`config.mk`:
```
export PLATFORM = sky130hd
export DESIGN_NAME = rx_slice_tap_fifo
export DESIGN_NICKNAME = d
export VERILOG_FILES = /design/src/shared/rx_slice_pkg.sv /design/src/verilog/rx_slice_tap_fifo.sv
export SDC_FILE = /design/constraint.sdc
export NUM_CORES = 1
export LEC_CHECK = 0
export ABC_AREA = 1
export BUFFER_PORTS_ARGS = -buffer_cell sky130_fd_sc_hd__buf_2
export CORE_MARGIN = 1
export CORE_UTILIZATION = 30
export DETAILED_ROUTE_END_ITERATION = 7
export SKIP_CTS_REPAIR_TIMING = 1
export SLEW_MARGIN = 25
export SYNTH_ARGS = -nofsm -noshare
export SYNTH_HDL_FRONTEND = slang
export SYNTH_SLANG_ARGS = --single-unit
```
`constraint.sdc`:
```
create_clock -name clk -period 2.25 [get_ports clk]
set_clock_uncertainty 0.2 [all_clocks]
set_input_delay 0.3375 -clock clk [delete_from_list [all_inputs] [get_ports clk]]
set_output_delay 0.3375 -clock clk [all_outputs]
set_load 0.01 [all_outputs]
```
`src/shared/rx_slice_pkg.sv`:
```
package rx_slice_pkg;
  localparam int TAP_WIDTH = 9;
  localparam int WORD_WIDTH = 8;
  localparam int QUEUE_DEPTH = 2;
  localparam int PTR_WIDTH = 2;
  localparam int BIT_COUNT_WIDTH = 3;
  localparam logic [TAP_WIDTH-1:0] TAP_RESET = 9'h000;
  localparam logic [TAP_WIDTH-1:0] TAP_ONE = 9'h001;
  localparam logic [WORD_WIDTH-1:0] WORD_RESET = 8'h00;
  localparam logic [PTR_WIDTH-1:0] PTR_RESET = 2'h0;
  localparam logic [BIT_COUNT_WIDTH-1:0] BIT_COUNT_RESET = 3'h0;
  // Bit counter value that closes a word, and the one that raises the write clock
  localparam logic [BIT_COUNT_WIDTH-1:0] BIT_COUNT_LAST = 3'h7;
  localparam logic [BIT_COUNT_WIDTH-1:0] BIT_COUNT_HALF = 3'h3;
endpackage

```
`src/verilog/rx_slice_tap_fifo.sv`:
```
`timescale 1ns/100ps
module rx_slice_tap_fifo (
  input wire logic clk,
  input wire logic sys_rst,
  input wire logic serialDataPin,
  input wire logic driftCompEnable,
  input wire logic [rx_slice_pkg::TAP_WIDTH-1:0] tapValueIn,
  input wire logic tapLoad,
  input wire logic isStrobeSlice,
  input wire logic isNibbleBase,
  input wire logic ctrlStepInc,
  input wire logic ctrlStepDec,
  input wire logic readEnable,
  output logic [rx_slice_pkg::TAP_WIDTH-1:0] tapValueOut,
  output logic driftCompActive,
  output logic [rx_slice_pkg::WORD_WIDTH-1:0] readData,
  output logic readValid,
  output logic queueEmpty,
  output logic captureReady,
  output logic captureOverflow,
  output logic queueWriteClockOut
);
  import rx_slice_pkg::*;

  // Pin synchronisers; the first stage feeds only the second
  logic serialMeta_q, serialSync_q, compMeta_q, compSync_q;
  logic serialMeta_d, serialSync_d, compMeta_d, compSync_d;

  always_comb begin
    serialMeta_d = serialDataPin;
    serialSync_d = serialMeta_q;
    compMeta_d = driftCompEnable;
    compSync_d = compMeta_q;
  end

  always_ff @(posedge clk) begin
    if (sys_rst) begin
      serialMeta_q <= 1'b0;
      serialSync_q <= 1'b0;
      compMeta_q <= 1'b0;
      compSync_q <= 1'b0;
    end else begin
      serialMeta_q <= serialMeta_d;
      serialSync_q <= serialSync_d;
      compMeta_q <= compMeta_d;
      compSync_q <= compSync_d;
    end
  end

  // Delay-line tap setting
  logic [TAP_WIDTH-1:0] tap_q, tap_d;
  logic loadAccepted;

  always_comb begin
    loadAccepted = tapLoad && !isStrobeSlice;
    tap_d = tap_q;
    if (loadAccepted) begin
      tap_d = tapValueIn;
    end else if (compSync_q && (ctrlStepInc != ctrlStepDec)) begin
      // Natural 9-bit overflow gives the required wrap
      if (ctrlStepInc) begin
        tap_d = tap_q + TAP_ONE;
      end else begin
        tap_d = tap_q - TAP_ONE;
      end
    end
  end

  always_ff @(posedge clk) begin
    if (sys_rst) begin
      tap_q <= TAP_RESET;
    end else begin
      tap_q <= tap_d;
    end
  end

  assign tapValueOut = tap_q;
  assign driftCompActive = compSync_q;

  // Deserialiser and divided write clock
  logic [BIT_COUNT_WIDTH-1:0] bitCount_q, bitCount_d;
  logic [WORD_WIDTH-1:0] shift_q, shift_d;
  logic wrClk_q, wrClk_d;
  logic writePulse;

  always_comb begin
    bitCount_d = bitCount_q + 3'h1;
    shift_d = {shift_q[WORD_WIDTH-2:0], serialSync_q};
    writePulse = (bitCount_q == BIT_COUNT_LAST);
    wrClk_d = wrClk_q;
    if (bitCount_q == BIT_COUNT_HALF) begin
      wrClk_d = 1'b1;
    end else if (writePulse) begin
      wrClk_d = 1'b0;
    end
  end

  always_ff @(posedge clk) begin
    if (sys_rst) begin
      bitCount_q <= BIT_COUNT_RESET;
      shift_q <= WORD_RESET;
      wrClk_q <= 1'b0;
    end else begin
      bitCount_q <= bitCount_d;
      shift_q <= shift_d;
      wrClk_q <= wrClk_d;
    end
  end

  assign queueWriteClockOut = wrClk_q;

  // Two-entry word queue; pointer wrap bit tells full from empty
  logic [PTR_WIDTH-1:0] wrPtr_q, wrPtr_d, rdPtr_q, rdPtr_d;
  logic [WORD_WIDTH-1:0] mem_q [QUEUE_DEPTH];
  logic [WORD_WIDTH-1:0] readData_q, readData_d;
  logic readValid_q, readValid_d, overflow_q, overflow_d;
  logic ptrsEqual, full, push, pop;

  always_comb begin
    ptrsEqual = (wrPtr_q == rdPtr_q);
    full = (wrPtr_q[1] != rdPtr_q[1]) && (wrPtr_q[0] == rdPtr_q[0]);
    push = writePulse && !full;
    pop = readEnable && !ptrsEqual;
    wrPtr_d = push ? wrPtr_q + 2'h1 : wrPtr_q;
    rdPtr_d = pop ? rdPtr_q + 2'h1 : rdPtr_q;
    readData_d = pop ? mem_q[rdPtr_q[0]] : readData_q;
    readValid_d = pop;
    // A word arriving while full is lost; sticky so software notices
    overflow_d = overflow_q || (writePulse && full);
  end

  for (genvar e = 0; e < QUEUE_DEPTH; e++) begin : gEntry
    logic [WORD_WIDTH-1:0] entry_d;
    always_comb begin
      entry_d = (push && (wrPtr_q[0] == 1'(e))) ? shift_d : mem_q[e];
    end
    always_ff @(posedge clk) begin
      if (sys_rst) begin
        mem_q[e] <= WORD_RESET;
      end else begin
        mem_q[e] <= entry_d;
      end
    end
  end

  always_ff @(posedge clk) begin
    if (sys_rst) begin
      wrPtr_q <= PTR_RESET;
      rdPtr_q <= PTR_RESET;
      readData_q <= WORD_RESET;
      readValid_q <= 1'b0;
      overflow_q <= 1'b0;
    end else begin
      wrPtr_q <= wrPtr_d;
      rdPtr_q <= rdPtr_d;
      readData_q <= readData_d;
      readValid_q <= readValid_d;
      overflow_q <= overflow_d;
    end
  end

  assign readData = readData_q;
  assign readValid = readValid_q;
  assign queueEmpty = isNibbleBase && ptrsEqual;
  assign captureReady = !full;
  assign captureOverflow = overflow_q;

  a_load_takes_value: assert property (@(posedge clk) disable iff (sys_rst)
    (tapLoad && !isStrobeSlice) |=> tapValueOut == $past(tapValueIn))
    else $error("tap load not applied");

  a_strobe_load_ignored: assert property (@(posedge clk) disable iff (sys_rst)
    (tapLoad && isStrobeSlice && !compSync_q) |=> $stable(tapValueOut))
    else $error("tap load on strobe slice changed delay");

  a_comp_off_hold: assert property (@(posedge clk) disable iff (sys_rst)
    (!compSync_q && !tapLoad) |=> $stable(tapValueOut))
    else $error("delay changed with compensation off");

  a_comp_step_inc: assert property (@(posedge clk) disable iff (sys_rst)
    (compSync_q && ctrlStepInc && !ctrlStepDec && !tapLoad && tapValueOut != 9'h1ff)
    |=> tapValueOut == $past(tapValueOut) + 9'h001)
    else $error("compensation step not applied");

  a_tap_wrap_up: assert property (@(posedge clk) disable iff (sys_rst)
    (compSync_q && ctrlStepInc && !ctrlStepDec && !tapLoad && tapValueOut == 9'h1ff)
    |=> tapValueOut == 9'h000)
    else $error("tap did not wrap to zero");

  a_tap_wrap_down: assert property (@(posedge clk) disable iff (sys_rst)
    (compSync_q && ctrlStepDec && !ctrlStepInc && !tapLoad && tapValueOut == 9'h000)
    |=> tapValueOut == 9'h1ff)
    else $error("tap did not wrap to 511");

  a_read_hold: assert property (@(posedge clk) disable iff (sys_rst)
    !readEnable |=> $stable(rdPtr_q) && $stable(readData) && !readValid)
    else $error("read pointer moved without read enable");

  a_word_cadence: assert property (@(posedge clk) disable iff (sys_rst)
    writePulse |=> !writePulse [*7] ##1 writePulse)
    else $error("word cadence not eight cycles");

  a_wrclk_period: assert property (@(posedge clk) disable iff (sys_rst)
    $rose(queueWriteClockOut) |-> ##4 $fell(queueWriteClockOut) ##4 $rose(queueWriteClockOut))
    else $error("write clock not divide by eight");

  a_push_clears_empty: assert property (@(posedge clk) disable iff (sys_rst)
    (push && isNibbleBase) |=> !queueEmpty)
    else $error("empty still high after a write");

  a_side_empty_low: assert property (@(posedge clk) disable iff (sys_rst)
    !isNibbleBase |-> !queueEmpty)
    else $error("empty driven on non-base slice");

  a_pop_only_written: assert property (@(posedge clk) disable iff (sys_rst)
    (readEnable && ptrsEqual) |=> !readValid && $stable(readData))
    else $error("read from empty queue");

  // Two-stage lag; skipped until both stages have left reset
  a_comp_sync_lag: assert property (@(posedge clk) disable iff (sys_rst)
    (!$past(sys_rst) && !$past(sys_rst, 2))
    |-> driftCompActive == $past(driftCompEnable, 2))
    else $error("compensation enable not two stages late");

  a_comp_step_dec: assert property (@(posedge clk) disable iff (sys_rst)
    (compSync_q && ctrlStepDec && !ctrlStepInc && !tapLoad && tapValueOut != 9'h000)
    |=> tapValueOut == $past(tapValueOut) - 9'h001)
    else $error("compensation step down not applied");

  a_comp_off_steps: assert property (@(posedge clk) disable iff (sys_rst)
    (!compSync_q && !tapLoad && (ctrlStepInc || ctrlStepDec)) |=> $stable(tapValueOut))
    else $error("controller step applied with compensation off");

  a_tap_out_steady: assert property (@(posedge clk) disable iff (sys_rst)
    (!tapLoad && !(compSync_q && (ctrlStepInc != ctrlStepDec))) |=> $stable(tapValueOut))
    else $error("tap output moved without load or step");

  a_pop_advances: assert property (@(posedge clk) disable iff (sys_rst)
    (readEnable && !ptrsEqual) |=> readValid && (rdPtr_q == $past(rdPtr_q) + 2'h1))
    else $error("read with data did not advance");

  a_valid_from_read: assert property (@(posedge clk) disable iff (sys_rst)
    readValid |-> $past(readEnable))
    else $error("read valid without read enable");

  a_last_pop_empty: assert property (@(posedge clk) disable iff (sys_rst)
    (pop && !push && (rdPtr_q + 2'h1 == wrPtr_q)) |=> queueEmpty == isNibbleBase)
    else $error("empty not raised after last word");

  a_empty_no_valid: assert property (@(posedge clk) disable iff (sys_rst)
    queueEmpty |=> !readValid)
    else $error("read data from an empty queue");

  a_write_at_high: assert property (@(posedge clk) disable iff (sys_rst)
    writePulse |-> queueWriteClockOut ##1 !queueWriteClockOut)
    else $error("write not at end of clock high phase");

  // A difference of three would mean a pointer skipped past the reader
  a_queue_bounded: assert property (@(posedge clk) disable iff (sys_rst)
    (wrPtr_q - rdPtr_q) <= 2'h2)
    else $error("queue holds more than two words");

  a_room_when_empty: assert property (@(posedge clk) disable iff (sys_rst)
    ptrsEqual |-> captureReady)
    else $error("ready low with empty queue");

  a_ready_after_pop: assert property (@(posedge clk) disable iff (sys_rst)
    (!captureReady && readEnable) |=> captureReady)
    else $error("queue still full after a read");

  a_overflow_set: assert property (@(posedge clk) disable iff (sys_rst)
    (writePulse && !captureReady) |=> captureOverflow)
    else $error("dropped word not flagged");

  a_overflow_sticky: assert property (@(posedge clk) disable iff (sys_rst)
    captureOverflow |=> captureOverflow)
    else $error("overflow flag cleared without reset");

endmodule
```
==> results.toml <==
[synth]
yosysSeqAreaShare_pct = 50.3
synth_seq_cells = 54
synth_warnings = 0
syn-num-nets = 324
synth_area_um2 = 2470
synth_simple_gate_area_share_pct = 22.6
synth.area.mux_share_pct = 4.06
yosys.area_share.adder_pct = 5.89
yosys.area.top_type = "dfxtp_1"
synth_xor_area_share_pct = 1.07
avgSynthCellArea_um2 = 8.39
synth_top_family_by_area = "simple AND/OR/NAND/NOR gates"
synth_compound_area_share_pct = 8.57
syn-instance-count = 294
synth_top_area_share_pct = 30.8
synth_area_leaders = "dfxtp_1, edfxtp_1, nand2_1"
yosysUniqueCellTypes = 27

[floorplan]
fp.dieArea_um2 = 8590
die_y_um = 92.7
ios = 42
rows = 32
core-area_um2 = 7850
start_util_pct = 31.4
die_w_um = 92.7

[detailed_routing]
via_per_inst = 4.29
post_drt_wl_per_cell_um = 10.5
drc_errors = 0
wl_um = 4660
drtPass1Iterations = 4
drtAntennaViolNets = 0
num_vias = 1905
drt_iter0_drc = 60

[run]
timing.max_cap.violations = 0

[final_layout]
synthToLayoutAreaGrowth_pct = 17.8
nNetsFinal = 371
num-fill-cells = 836
antennaDiodeCount = 0
postLayoutCellArea_um2 = 2900
layout-drive-gt1-share_pct = 21.9

[worst_setup_path]
cp-endpoint = "mem_q[1][3]$_SDFFCE_PN0P_"
rr_worst_depth = 4
endpoint_kind = "flip-flop"
required_ns = 2.01
cp_slowest_cell = "o21ai_2"
worst-path-buf-inv = 0
slowest_delay_ns = 0.44
regToRegSetupSlack_ns = 0.34
cp_cell_sequence = "ha_1 > ha_1 > nand2_1 > o21ai_2"
worst_ep_arrival_time_ns = 1.67
critPathLaunch = "bitCount_q[0]$_SDFF_PP0_"
r2r-end = "mem_q[1][3]$_SDFFCE_PN0P_"
cp_top_family = "adder cells"
crit_top_cell = "ha_1"
critPathLaunchType = "flip-flop"
worst-path-stages = 4
r2r-start = "bitCount_q[0]$_SDFF_PP0_"
worstPathMaxFanout = 10
path_class = "reg2reg"

[clocking]
numCtsBuffers = 5
ctsHtreeMaxLevel = 2
clock-sinks = 54
insertion_delay_ns = 0.32
cts_tree = "built"
cts_buffer_depth = 2
clk_transition_reported_paths_ns = 0.10
cts_root_buffer = "clkbuf_8"

[sta]
fin_crit_sh_pct = 85.0
final.setup.tns_ns = 0
slew_violations = 0
tightest_slew_ns = 0.524
setup_viol = 0
max_slew_margin_pct = 65.1
fin_crit_ns = 1.91
rsz0062_at_grt = "false"
setup_slack_ns = 0.336
fmax_ghz = 0.523
hold_violations = 0

[pwr]
p_leak_nw = 1.35
ir_drop_v = 0.000273
p_per_area_nw_per_um2 = 649

[placement]
place_area_um2 = 2810
pre_cts_slack_ns = 0.166
port_buffers = 41
place.gp.congestion = 0.883
hpwl_um = 3350

[global_routing]
grt_pass1_vias = 1795
antenna_found_initial = 0
track_usage_pct = 11.7
gr-total-overflow = 0
grt_max_degree = 29
grt_pass1_wl_um = 7940

[worst_hold_path]
hold_path.class = "in2reg"

[outcome]
status = "completed"
[synthesized netlist by cell type]
library cell,number
nand2_2,1
nor2_1,53
edfxtp_1,16
o21ai_0,8
o21ai_2,3
buf_1,1
buf_6,1
a21oi_1,25
inv_1,37
nand3_1,12
nand3b_1,3
xnor2_1,2
a31oi_1,2
buf_2,4
xor2_1,1
mux2_2,8
nand2_4,1
inv_2,1
fa_1,1
clkbuf_1,2
nand4_2,2
ha_1,10
o21a_1,1
nand2_1,57
dfxtp_1,38
or2_2,3
mux2i_1,1
[worst min path at each step]
stage	startpoint	endpoint	slack [ns]	cells after the start
floorplan	compMeta_q$_SDFF_PP0_	driftCompActive$_SDFF_PP0_	0.19	2
global placement	serialMeta_q$_SDFF_PP0_	serialSync_q$_SDFF_PP0_	0.19	2
detailed placement	serialMeta_q$_SDFF_PP0_	serialSync_q$_SDFF_PP0_	0.20	2
CTS	serialDataPin	serialMeta_q$_SDFF_PP0_	0.01	3
global route	serialDataPin	serialMeta_q$_SDFF_PP0_	0.04	3
finish	serialDataPin	serialMeta_q$_SDFF_PP0_	0.02	3
[tightest hold or removal path, cell delays in order]
cell	delay (ns)
buf_2	0.09
inv_1	0.04
nor2_1	0.03
[routing by layer]
| metal | GRT usage [%] | wire length (um) | part of all wire [%] |
|---|---|---|---|
| met5 | 0 | 0 | 0 |
| met1 | 14.4 | 2270 | 49 |
| met2 | 20.1 | 2190 | 47 |
| met4 | 4.62 | 73 | 1.6 |
| met3 | 2.55 | 130 | 2.8 |
[cell type report]
class	instances	area (um^2)	area share [%]
flip-flops and latches	54	1240	42.7
multi-input cells	194	1040	35.8
repair buffers	48	258	8.88
inverters	38	143	4.91
well taps	102	128	4.39
clock buffers	5	68.8	2.37
clock inverters	3	26.3	0.905
[metrics by stage]
step	instances	util (%)	hold slack, ns	power (W)
finish	444	37.0	0.0189	0.00189
global route	444	37.0	0.0350	0.00199
CTS	444	37.0	0.0122	0.00191
detailed placement	436	35.8	0.197	0.00133
global placement	436	35.8	0.193	0.00133
floorplan	294	-	0.188	0.00125
[state kept, by name (all words and copies together) (netlist names)]
name / flops
captureOverflow: 1
readData: 8
wrPtr_q: 2
readValid: 1
bitCount_q: 3
serialMeta_q: 1
rdPtr_q: 2
shift_q: 7
driftCompActive: 1
tapValueOut: 9
compMeta_q: 1
queueWriteClockOut: 1
serialSync_q: 1
mem_q: 16
[logic make-up after synthesis]
logic type,Yosys count
xor+xnor,3
fa+ha+maj,11
compound gates,39
simple gates,132
mux,9
buf+inv,46
flops,54
[cells in the final DEF, fill, tap and decap left out, drive strengths merged, types with 2 or more instances in the layout]
| cell | count |
|---|---|
| a21oi | 25 |
| a31oi | 2 |
| buf | 48 |
| clkbuf | 5 |
| dfxtp | 38 |
| edfxtp | 16 |
| ha | 10 |
| inv | 40 |
| mux2 | 8 |
| nand2 | 59 |
| nand3 | 12 |
| nand3b | 3 |
| nand4 | 2 |
| nor2 | 53 |
| o21ai | 11 |
| or2 | 3 |
| xnor2 | 2 |
[where the power goes]
group          switching [W]  internal [W]  leakage (nW)
clock               0.000346      0.000230        0.0491
sequential         0.0000202       0.00103         0.475
combinational       0.000148      0.000107         0.824
No activity file was read; power rests on OpenSTA's default activity.
